[src/hw/cmpoc_consts.vh]
// Register offsets, field positions, reset values and selector codes of the comparator output control block.
// Assumes inclusion by the design file; holds definitions only.
`ifndef CMPOC_CONSTS_VH
`define CMPOC_CONSTS_VH

`define CMPOC_ADDR_W 4
`define CMPOC_OFF_CTRL 4'h0
`define CMPOC_OFF_MASK 4'h4
`define CMPOC_OFF_FLAG 4'h8
`define CMPOC_CTRL_RST 32'h00000000
`define CMPOC_MASK_RST 32'h00000000
`define CMPOC_CTRL_WMASK 32'h007fecd3
`define CMPOC_MASK_WMASK 32'h0fffbfff

`define CMPOC_FSEL_HI 22
`define CMPOC_FSEL_LO 20
`define CMPOC_FEN 19
`define CMPOC_FDIV_HI 18
`define CMPOC_FDIV_LO 16
`define CMPOC_ON 15
`define CMPOC_POE 14
`define CMPOC_POL 13
`define CMPOC_AOE 11
`define CMPOC_DUAL 10
`define CMPOC_RES 8
`define CMPOC_EVS_HI 7
`define CMPOC_EVS_LO 6
`define CMPOC_REF 4
`define CMPOC_INV_HI 1
`define CMPOC_INV_LO 0

`define CMPOC_SRCC_HI 27
`define CMPOC_SRCC_LO 24
`define CMPOC_SRCB_HI 23
`define CMPOC_SRCB_LO 20
`define CMPOC_SRCA_HI 19
`define CMPOC_SRCA_LO 16
`define CMPOC_BLANK_LEVEL_SELECT 15
`define CMPOC_OR_GATE_C_ENABLE 13
`define CMPOC_AND_NEG_TO_OR_SELECT 7
`define CMPOC_AND_POS_TO_OR_SELECT 6

`define CMPOC_EV_OFF 2'h0
`define CMPOC_EV_RISE 2'h1
`define CMPOC_EV_FALL 2'h2
`define CMPOC_EV_ANY 2'h3

`define CMPOC_FSRC_SYS 3'h0
`define CMPOC_FSRC_PB 3'h1
`define CMPOC_FSRC_PWM 3'h2
`define CMPOC_FSRC_REF 3'h3

`define CMPOC_BSRC_FAULT_INPUT_TWO 4'he
`define CMPOC_BSRC_FAULT_INPUT_FOUR 4'hf
`define CMPOC_BSRC_PWM_LAST 4'hb

`define CMPOC_FILT_SAMPLES 2'h3
`define CMPOC_DIV_W 7

`endif

[src/hw/cmpoc_channel.v]
// One comparator/op-amp channel's digital control: registers, blanking, glitch filter, polarity, events.
// Assumes all inputs synchronous to sys_clk_i; clock sources arrive as one-cycle enable ticks.
//
// Design decisions made here: strobed register access and the register offsets.
`timescale 1ns/1ps
`include "cmpoc_consts.vh"

module cmpoc_channel (
   input wire sys_clk_i,
   input wire nrst_i,
   input wire clk_en_i,
   input wire [3:0] addr_i,
   input wire [31:0] wdata_i,
   input wire wr_i,
   input wire rd_i,
   output reg [31:0] rdata_o,
   input wire cmp_raw_i,
   input wire amp_and_gate_i,
   input wire [11:0] pwm_i,
   input wire fault_input_two_i,
   input wire fault_input_four_i,
   input wire peripheral_clock_two_tick_i,
   input wire pwm_special_event_i,
   input wire reference_clock_three_tick_i,
   input wire [3:0] timer_period_tick_i,
   output wire channel_enable_o,
   output wire dual_mode_enable_o,
   output wire reference_select_o,
   output wire [1:0] inverting_input_select_o,
   output wire amp_pin_output_enable_o,
   output reg comparator_output_pin_o,
   output wire comparator_output_pin_oe_o,
   output reg event_o,
   output wire interrupt_flag_o
);

   reg [31:0] ctrl;
   reg [31:0] mask;
   reg flag;
   reg [`CMPOC_DIV_W-1:0] div_cnt;
   reg [1:0] filt_run;
   reg filt_last;
   reg filt_out;
   reg result;
   reg result_d;
   reg next_flag;
   reg src_tick;
   reg div_tick;
   reg and_out;
   reg blank_or;
   reg pre_out;
   reg edge_hit;

   localparam [`CMPOC_DIV_W-1:0] DIV_ONE = 1;

   // Blanking source decode shared by all three mask inputs
   function blank_sel;
      input [3:0] code;
      input [11:0] pwm;
      input f2;
      input f4;
      begin
         if (code <= `CMPOC_BSRC_PWM_LAST) begin
            blank_sel = pwm[code];
         end else if (code == `CMPOC_BSRC_FAULT_INPUT_TWO) begin
            blank_sel = f2;
         end else if (code == `CMPOC_BSRC_FAULT_INPUT_FOUR) begin
            blank_sel = f4;
         end else begin
            blank_sel = 1'b0;
         end
      end
   endfunction

   wire on = ctrl[`CMPOC_ON];
   wire blank_level_select = mask[`CMPOC_BLANK_LEVEL_SELECT];
   wire [2:0] fsel = ctrl[`CMPOC_FSEL_HI:`CMPOC_FSEL_LO];
   wire [2:0] fdiv = ctrl[`CMPOC_FDIV_HI:`CMPOC_FDIV_LO];
   wire [1:0] evs = ctrl[`CMPOC_EVS_HI:`CMPOC_EVS_LO];
   wire blank_a = blank_sel(mask[`CMPOC_SRCA_HI:`CMPOC_SRCA_LO], pwm_i, fault_input_two_i, fault_input_four_i);
   wire blank_b = blank_sel(mask[`CMPOC_SRCB_HI:`CMPOC_SRCB_LO], pwm_i, fault_input_two_i, fault_input_four_i);
   wire blank_c = blank_sel(mask[`CMPOC_SRCC_HI:`CMPOC_SRCC_LO], pwm_i, fault_input_two_i, fault_input_four_i);
   wire [`CMPOC_DIV_W-1:0] div_last = (DIV_ONE << fdiv) - DIV_ONE;

   assign channel_enable_o = on;
   assign dual_mode_enable_o = ctrl[`CMPOC_DUAL];
   assign reference_select_o = ctrl[`CMPOC_REF];
   assign inverting_input_select_o = ctrl[`CMPOC_INV_HI:`CMPOC_INV_LO];
   assign amp_pin_output_enable_o = ctrl[`CMPOC_AOE] & on;
   assign comparator_output_pin_oe_o = ctrl[`CMPOC_POE] & on;
   assign interrupt_flag_o = flag;

   // Filter sample clock source
   always @* begin
      case (fsel)
         `CMPOC_FSRC_SYS: src_tick = 1'b1;
         `CMPOC_FSRC_PB: src_tick = peripheral_clock_two_tick_i;
         `CMPOC_FSRC_PWM: src_tick = pwm_special_event_i;
         `CMPOC_FSRC_REF: src_tick = reference_clock_three_tick_i;
         default: src_tick = timer_period_tick_i[fsel[1:0]];
      endcase
      div_tick = src_tick && (div_cnt == div_last);
   end

   // Blanking gates and output path
   always @* begin
      and_out = blank_a & blank_b & blank_c;
      blank_or = (mask[`CMPOC_OR_GATE_C_ENABLE] & blank_c)
         | (mask[`CMPOC_AND_POS_TO_OR_SELECT] & and_out)
         | (mask[`CMPOC_AND_NEG_TO_OR_SELECT] & ~and_out);
      pre_out = ctrl[`CMPOC_FEN] ? filt_out : cmp_raw_i;
      case (evs)
         `CMPOC_EV_RISE: edge_hit = result & ~result_d;
         `CMPOC_EV_FALL: edge_hit = ~result & result_d;
         `CMPOC_EV_ANY: edge_hit = result ^ result_d;
         default: edge_hit = 1'b0;
      endcase
      next_flag = flag;
      if (wr_i && addr_i == `CMPOC_OFF_FLAG && wdata_i[0]) begin
         next_flag = 1'b0;
      end
      if (on && edge_hit) begin
         next_flag = 1'b1;
      end
   end

   always @(posedge sys_clk_i) begin
      if (!nrst_i) begin
         ctrl <= `CMPOC_CTRL_RST;
         mask <= `CMPOC_MASK_RST;
         flag <= 1'b0;
         div_cnt <= {`CMPOC_DIV_W{1'b0}};
         filt_run <= 2'h0;
         filt_last <= 1'b0;
         filt_out <= 1'b0;
         result <= 1'b0;
         result_d <= 1'b0;
         event_o <= 1'b0;
         comparator_output_pin_o <= 1'b0;
         rdata_o <= 32'h00000000;
      end else if (clk_en_i) begin
         if (wr_i && addr_i == `CMPOC_OFF_CTRL) begin
            ctrl <= wdata_i & `CMPOC_CTRL_WMASK;
         end
         if (wr_i && addr_i == `CMPOC_OFF_MASK) begin
            mask <= wdata_i & `CMPOC_MASK_WMASK;
         end
         flag <= next_flag;
         if (src_tick) begin
            div_cnt <= div_tick ? {`CMPOC_DIV_W{1'b0}} : div_cnt + DIV_ONE;
         end
         if (div_tick) begin
            if (cmp_raw_i != filt_last) begin
               filt_run <= 2'h1;
            end else if (filt_run != `CMPOC_FILT_SAMPLES) begin
               filt_run <= filt_run + 2'h1;
            end
            filt_last <= cmp_raw_i;
            if (cmp_raw_i == filt_last && filt_run == 2'h2) begin
               filt_out <= cmp_raw_i;
            end
         end
         if (!on) begin
            result <= blank_level_select;
         end else if (blank_or) begin
            result <= blank_level_select;
         end else begin
            result <= pre_out ^ ctrl[`CMPOC_POL];
         end
         result_d <= result;
         event_o <= on & edge_hit;
         comparator_output_pin_o <= result;
         rdata_o <= 32'h00000000;
         if (rd_i) begin
            case (addr_i)
               `CMPOC_OFF_CTRL: rdata_o <= ctrl | ({31'h0, result} << `CMPOC_RES);
               `CMPOC_OFF_MASK: rdata_o <= mask;
               `CMPOC_OFF_FLAG: rdata_o <= {31'h0, flag};
               default: rdata_o <= 32'h00000000;
            endcase
         end
      end
   end

endmodule // cmpoc_channel

[config.mk]
export PLATFORM = sky130hd
export DESIGN_NAME = cmpoc_channel
export DESIGN_NICKNAME = d
export VERILOG_FILES = /design/src/hw/cmpoc_channel.v
export VERILOG_INCLUDE_DIRS = /design/src /design/src/hw
export SDC_FILE = /design/constraint.sdc
export NUM_CORES = 1
export LEC_CHECK = 0
export ABC_AREA = 1
export BUFFER_PORTS_ARGS = -buffer_cell sky130_fd_sc_hd__buf_2
export CAP_MARGIN = 20
export CORE_UTILIZATION = 30
export DETAILED_ROUTE_END_ITERATION = 10
export SLEW_MARGIN = 20
export SYNTH_ARGS = -nofsm -noshare
export SYNTH_HDL_FRONTEND = slang
export SYNTH_SLANG_ARGS = --single-unit
export TNS_END_PERCENT = 5
[constraint.sdc]
create_clock -name sys_clk_i -period 2.1 [get_ports sys_clk_i]
set_input_delay 0.21 -clock sys_clk_i [delete_from_list [all_inputs] [get_ports sys_clk_i]]
set_output_delay 0.21 -clock sys_clk_i [all_outputs]
set_load 0.01 [all_outputs]
* Yosys cells after proc, flatten, opt, wreduce, memory -nomap -nowiden
Cells that the tools add are included.
Cells by class: add/sub/neg operators 3, magnitude comparators 7, equal/unequal tests 19, shift operators 1, multiplexer cells 29, bitwise operators 18, reduce and logical (&&, ||, !) cells 18
Operators by type and width (count):
- $pmux 28 s3 | 1
- $eq 4x4->1 const B | 7
- $mux 28 | 1
- $or 23x9->23 | 1
- $mux 1 | 18
- $lt 4x5->1 const B | 3
- $bmux 1 s4 | 3
- $le 4x4->1 const B | 3
- $and 1x1->1 | 10
- $reduce_and 2->1 | 5
- $add 7x1->7 const B | 1
- $eq 7x7->1 | 1
- $logic_and 1x1->1 | 7
- $mux 7 | 1
- $shl 1x3->7 const A | 1
- $sub 7x1->7 const B | 1
- $eq 2x2->1 const B | 3
- $eq 3x2->1 const B | 2
- $reduce_and 3->1 | 2
- $eq 4x3->1 const B | 1
- $logic_not 4->1 | 1
- $mux 2 | 2
- $pmux 1 s4 | 1
- $reduce_bool 2->1 | 2
- other kinds (13) | 17
Word-level totals: register bits after elaboration 91, bits of input ports 64, output and inout port bits 42, logic and storage cells 106

* Depth between registers and ports, before layout
word-level depth 11, mapped depth 14, mapped depth without buffers 14

* Worst setup path after synthesis
Ideal clock, no wire load.
kind register -> register, start reg ctrl[17], end reg div_cnt[5], setup time 129 ps, data arrival time 1346 ps, required time 1971 ps, path slack 625 ps, stages on the path, launching flop included 15, buffers on the path 0, period minus slack after synthesis 1475 ps, path through dfxtp_1 > nor2_2 > nand2_1 > nand2_1 > nand2_1 > nor2_1 > nand4_1 > nor2_1 > nand2_2 > nor2_4 > inv_2 > nand2_4 > inv_2 > nand2_1 > a31oi_1
On the way: cells in the longest elaborated chain, start to end 5
RTL lines:
- start: declaration | RTL line cmpoc_channel.v:37 | reg [31:0] ctrl;
- start signal: assignment | RTL line cmpoc_channel.v:129 | ctrl <= `CMPOC_CTRL_RST;
- start signal: assignment | RTL line cmpoc_channel.v:143 | ctrl <= wdata_i & `CMPOC_CTRL_WMASK;
- $shl 1x3->7 | RTL line cmpoc_channel.v:83 | wire [`CMPOC_DIV_W-1:0] div_last = (DIV_ONE << fdiv) - DIV_ONE;
- $sub 7x1->7 | RTL line cmpoc_channel.v:83
- $eq 7x7->1 | RTL line cmpoc_channel.v:102 | div_tick = src_tick && (div_cnt == div_last);
- $logic_and 1x1->1 | RTL line cmpoc_channel.v:102
- $mux 7 | RTL line cmpoc_channel.v:150 | div_cnt <= div_tick ? {`CMPOC_DIV_W{1'b0}} : div_cnt + DIV_ONE;
- end signal: assignment | RTL line cmpoc_channel.v:132 | div_cnt <= {`CMPOC_DIV_W{1'b0}};
- end signal: assignment | RTL line cmpoc_channel.v:150
- end: declaration | RTL line cmpoc_channel.v:40 | reg [`CMPOC_DIV_W-1:0] div_cnt;
No other way between the ends. A chain may end at the register's enable or synchronous reset.

* Worst setup path in the final report
start reg mask[24], end reg result
On the way: cells in the longest elaborated chain, start to end 10, elaborated cells between the ends (all ways) 17, those cells by class order compare (1); eq/ne (2); mux (7); bitwise (7)
RTL lines:
- start: declaration | RTL line cmpoc_channel.v:38 | reg [31:0] mask;
- start signal: assignment | RTL line cmpoc_channel.v:130 | mask <= `CMPOC_MASK_RST;
- start signal: assignment | RTL line cmpoc_channel.v:146 | mask <= wdata_i & `CMPOC_MASK_WMASK;
- branches (longest 3 deep; another with $bmux 1 s4)
- $mux 1 (*) | RTL line cmpoc_channel.v:63 | if (code <= `CMPOC_BSRC_PWM_LAST) begin
- $and 1x1->1 | RTL line cmpoc_channel.v:107 | and_out = blank_a & blank_b & blank_c;
- $and 1x1->1 / $not 1->1 (equally long branches) | RTL line cmpoc_channel.v:109, cmpoc_channel.v:110
- $or 1x1->1 / $and 1x1->1 (equally long branches) | RTL line cmpoc_channel.v:108, cmpoc_channel.v:110
- $or 1x1->1 (*) | RTL line cmpoc_channel.v:108 | blank_or = (mask[`CMPOC_OR_GATE_C_ENABLE] & blank_c)
- $mux 1 (*) | RTL line cmpoc_channel.v:165 | end else if (blank_or) begin
- $mux 1 (*) | RTL line cmpoc_channel.v:163 | if (!on) begin
- end signal: assignment | RTL line cmpoc_channel.v:164 | result <= blank_level_select;
- end signal: assignment | RTL line cmpoc_channel.v:166 | result <= blank_level_select;
- end signal: assignment | RTL line cmpoc_channel.v:168 | result <= pre_out ^ ctrl[`CMPOC_POL];
- end: declaration | RTL line cmpoc_channel.v:44 | reg result;
Mark *: on every way between the ends. The select of a mux whose other input is x is not followed.

==> run_results.csv <==
group,metric,value,unit
timing,rsz0062_at_grt,"false",
clocking,clock_sinks,87,
min_path,holdCritStartpoint,"wdata_i[3]",
worst_setup_path,slowest_delay,0.48,ns
timing,setup_viol,0,
route,wl_per_cell,13.48,µm
finish,synthToLayoutAreaGrowth,20.87,%
worst_setup_path,crit_path_start_kind,"flop",
yosys,synth_ff_type,"dfxtp_1",
timing,period_share,80.47,%
route,drtAntennaViolNets,0,
worst_setup_path,crit_path_frequent_cell,"nand2_1",
power,ir_drop,0.4591,mV
finish,layout.cells.non_filler,880,
timing,final_hold_viol_count,0,
timing,period_minus_slack,1.690,ns
grt,grt_pass1_wl,19.11,mm
finish,num_antenna_cells,0,
timing,slew_viol_final,0,
clocking,numCtsBuffers,9,
worst_setup_path,arrival,1.97,ns
clocking,post_cts_buffers,0,
route,vias,4129,
finish,drive_gt1_share,20.86,%
clocking,cts_buffer_depth,2,
floorplanning,pin_count,106,
floorplanning,die-area,14690,µm²
timing,setup_tns,0,ns
yosys,synth_top_family_by_area,"simple AND/OR/NAND/NOR gates",
floorplanning,dieHeight,121.2,µm
placement,numPortBuffers,96,
yosys,post_synth_instance_area,4262,µm²
yosys,synth_seq_cells,87,
floorplanning,initial_core_util,30.70,%
power,cellPowerDensity,672.6,nW/µm²
yosys,yosys.area_share.simple,25.43,%
yosys,synth.yosys.warnings,0,
yosys,synth_fa_ha_area_share,1.468,%
status,status,"finished clean",
grt,grt-ovfl-total,0,
yosys,netlist_instances,606,
yosys,synth-compound-area-share,19.38,%
yosys,synth-edff-count,0,
worst_setup_path,reg2reg_from,"mask[24]$_SDFFE_PN0P_",
route,drt-initial-drc-count,143,
floorplanning,die_w,121.2,µm
placement,place_congestion,0.8522,
yosys,ys_seq_area_share,40.87,%
floorplanning,row_count,43,
yosys,syn_avg_cell_area,7.032,µm²
finish,most-common-layout-cells,"146 x nand2_1, 96 x buf_2, 87 x dfxtp_1",
clocking,worstSkewPairLatency,0.34,ns
placement,hpwl,8.963,mm
finish,n_fill_cell,1523,
worst_setup_path,critical_path.startpoint,"mask[24]$_SDFFE_PN0P_",
timing,fmax,591.8,MHz
grt,grt_max_degree,45,
yosys,synthXorXnorAreaFrac,1.233,%
power,p_leak,0.002137,µW
route,wl,11.86,mm
finish,final_common_cell,"nand2_1",
yosys,ys_types,39,
clocking,cts_tree,"done",
yosys,synthArstFlopShare,0,%
clocking,cts-root-buf,"clkbuf_16",
route,viasPerCell,4.692,
route,drc,0,
finish,final_core_util,37.11,%
clocking,cts.reportedPaths.clkPinSlew,0.06,ns
grt,grt_use_total,16.90,%
min_path,holdCritPathClass,"input port to flop",
worst_setup_path,critPathRequiredTime,2.38,ns
worst_setup_path,cp_max_fo,8,
timing,skew,0.006679,ns
run,maxCapViolations,0,
grt,grt_antenna_before_repair,1,
route,dr.pass1.iters,6,
clocking,ctsHoldBuffers,0,
worst_setup_path,crit_type,"flop to flop",
power,power,3465,µW
worst_setup_path,crit_slowest_cell,"dfxtp_1",
worst_setup_path,crit_chain,"inv_1, nand2_1, nand2_1, nand2_1, nand3_1, nand3_1, nand2_1, a21oi_1, nand3_1, nand2_1, nand3_1, a21oi_1",
clocking,h-tree-depth,3,
yosys,synth.area.mux_share,0,%
grt,grt_pass1_vias,3863,
worst_setup_path,worst_setup_path_end_kind,"flop",
finish,fin_nets,765,
placement,placed_cells,865,
floorplanning,core_area,13880,µm²
clocking,cts_resized,0,
[kinds of logic after synthesis]
logic type / after synthesis
buffers and inverters: 111
AND/OR/NAND/NOR: 241
flip-flops: 87
other: 1
adder cells (fa/ha/maj): 5
XOR/XNOR: 6
AO/OA/AOI/OAI: 155
[Yosys cell counts (4+ instances only)]
master	count	area, µm²
xor2_1	5	43.79
a21oi_1	84	420.4
clkbuf_1	15	56.30
nand2_1	146	548.0
buf_2	4	20.02
dfxtp_1	87	1742
o21ai_0	47	235.2
buf_6	4	45.04
ha_1	5	62.56
nand3_1	53	265.3
inv_2	8	30.03
o22ai_1	16	100.1
nand4_1	6	37.54
nor2_1	17	63.81
inv_1	69	259.0
buf_4	8	60.06
nand2_2	4	25.02
nor2_4	4	45.04
[flip-flops by register name, summed over array words and instances, names as in the netlist]
name,cells
interrupt_flag_o,1
result,1
filt_run,2
ctrl,17
div_cnt,7
result_d,1
mask,27
rdata_o,28
filt_out,1
filt_last,1
event_o,1
[final cells by class]
type	count	area [µm²]	share of cell area, %
clock buffers	11	242.7	4.712
clock inverters	4	22.52	0.4372
inverters	79	296.5	5.757
multi-input cells	411	2039	39.59
flip-flops and latches	87	1742	33.81
well taps	180	225.2	4.372
repair buffers	108	583.1	11.32
[worst max-delay path: cells and delay by family (launching register included)]
| kind | cells | cell delay (ns) |
|---|---|---|
| AND/OR/NAND/NOR | 9 | 0.65 |
| flip-flops | 1 | 0.48 |
| AO/OA/AOI/OAI | 2 | 0.30 |
| buffers and inverters | 1 | 0.18 |
[report_power, final]
part	total (µW)	internal [µW]	switching [µW]	leakage (µW)
Combinational	310	110	200	0.00130
Clock	1470	821	645	0.000131
Sequential	1690	1670	17.6	0.000702
Total	3460	2600	863	0.00214
[per-layer routing]
layer | vias to the layer above | global-route usage, % | share of wire, % | wire, µm
met1 | 1884 | 20.93 | 46 | 5485
met3 | 10 | 4.323 | 5.5 | 656
li1 | 2156 | - | - | -
met5 | - | 0 | 0 | 0
met2 | 79 | 28.54 | 47 | 5607
met4 | 0 | 5.247 | 0.95 | 113
[per-stage QoR]
step	hold WS (ns)	setup WS [ns]	cell area, µm²
finish	0.1306	0.4102	5151
global route	0.1329	0.1759	5151
CTS	0.1199	0.3891	5151
detailed placement	0.4429	0.3450	4886
global placement	0.4402	0.3802	4886
floorplan	0.3449	0.6253	4273
[worst paths after layout]
path / to / slack, ns / cells after the start
max: result$_SDFFE_PN0P_ / 0.41 / 12
min: mask[3]$_SDFFE_PN0P_ / 0.13 / 3
max reg2reg: result$_SDFFE_PN0P_ / 0.41 / 12
min reg2reg: mask[4]$_SDFFE_PN0P_ / 0.45 / 2
Note: power is estimated with default switching activity, not from simulation.
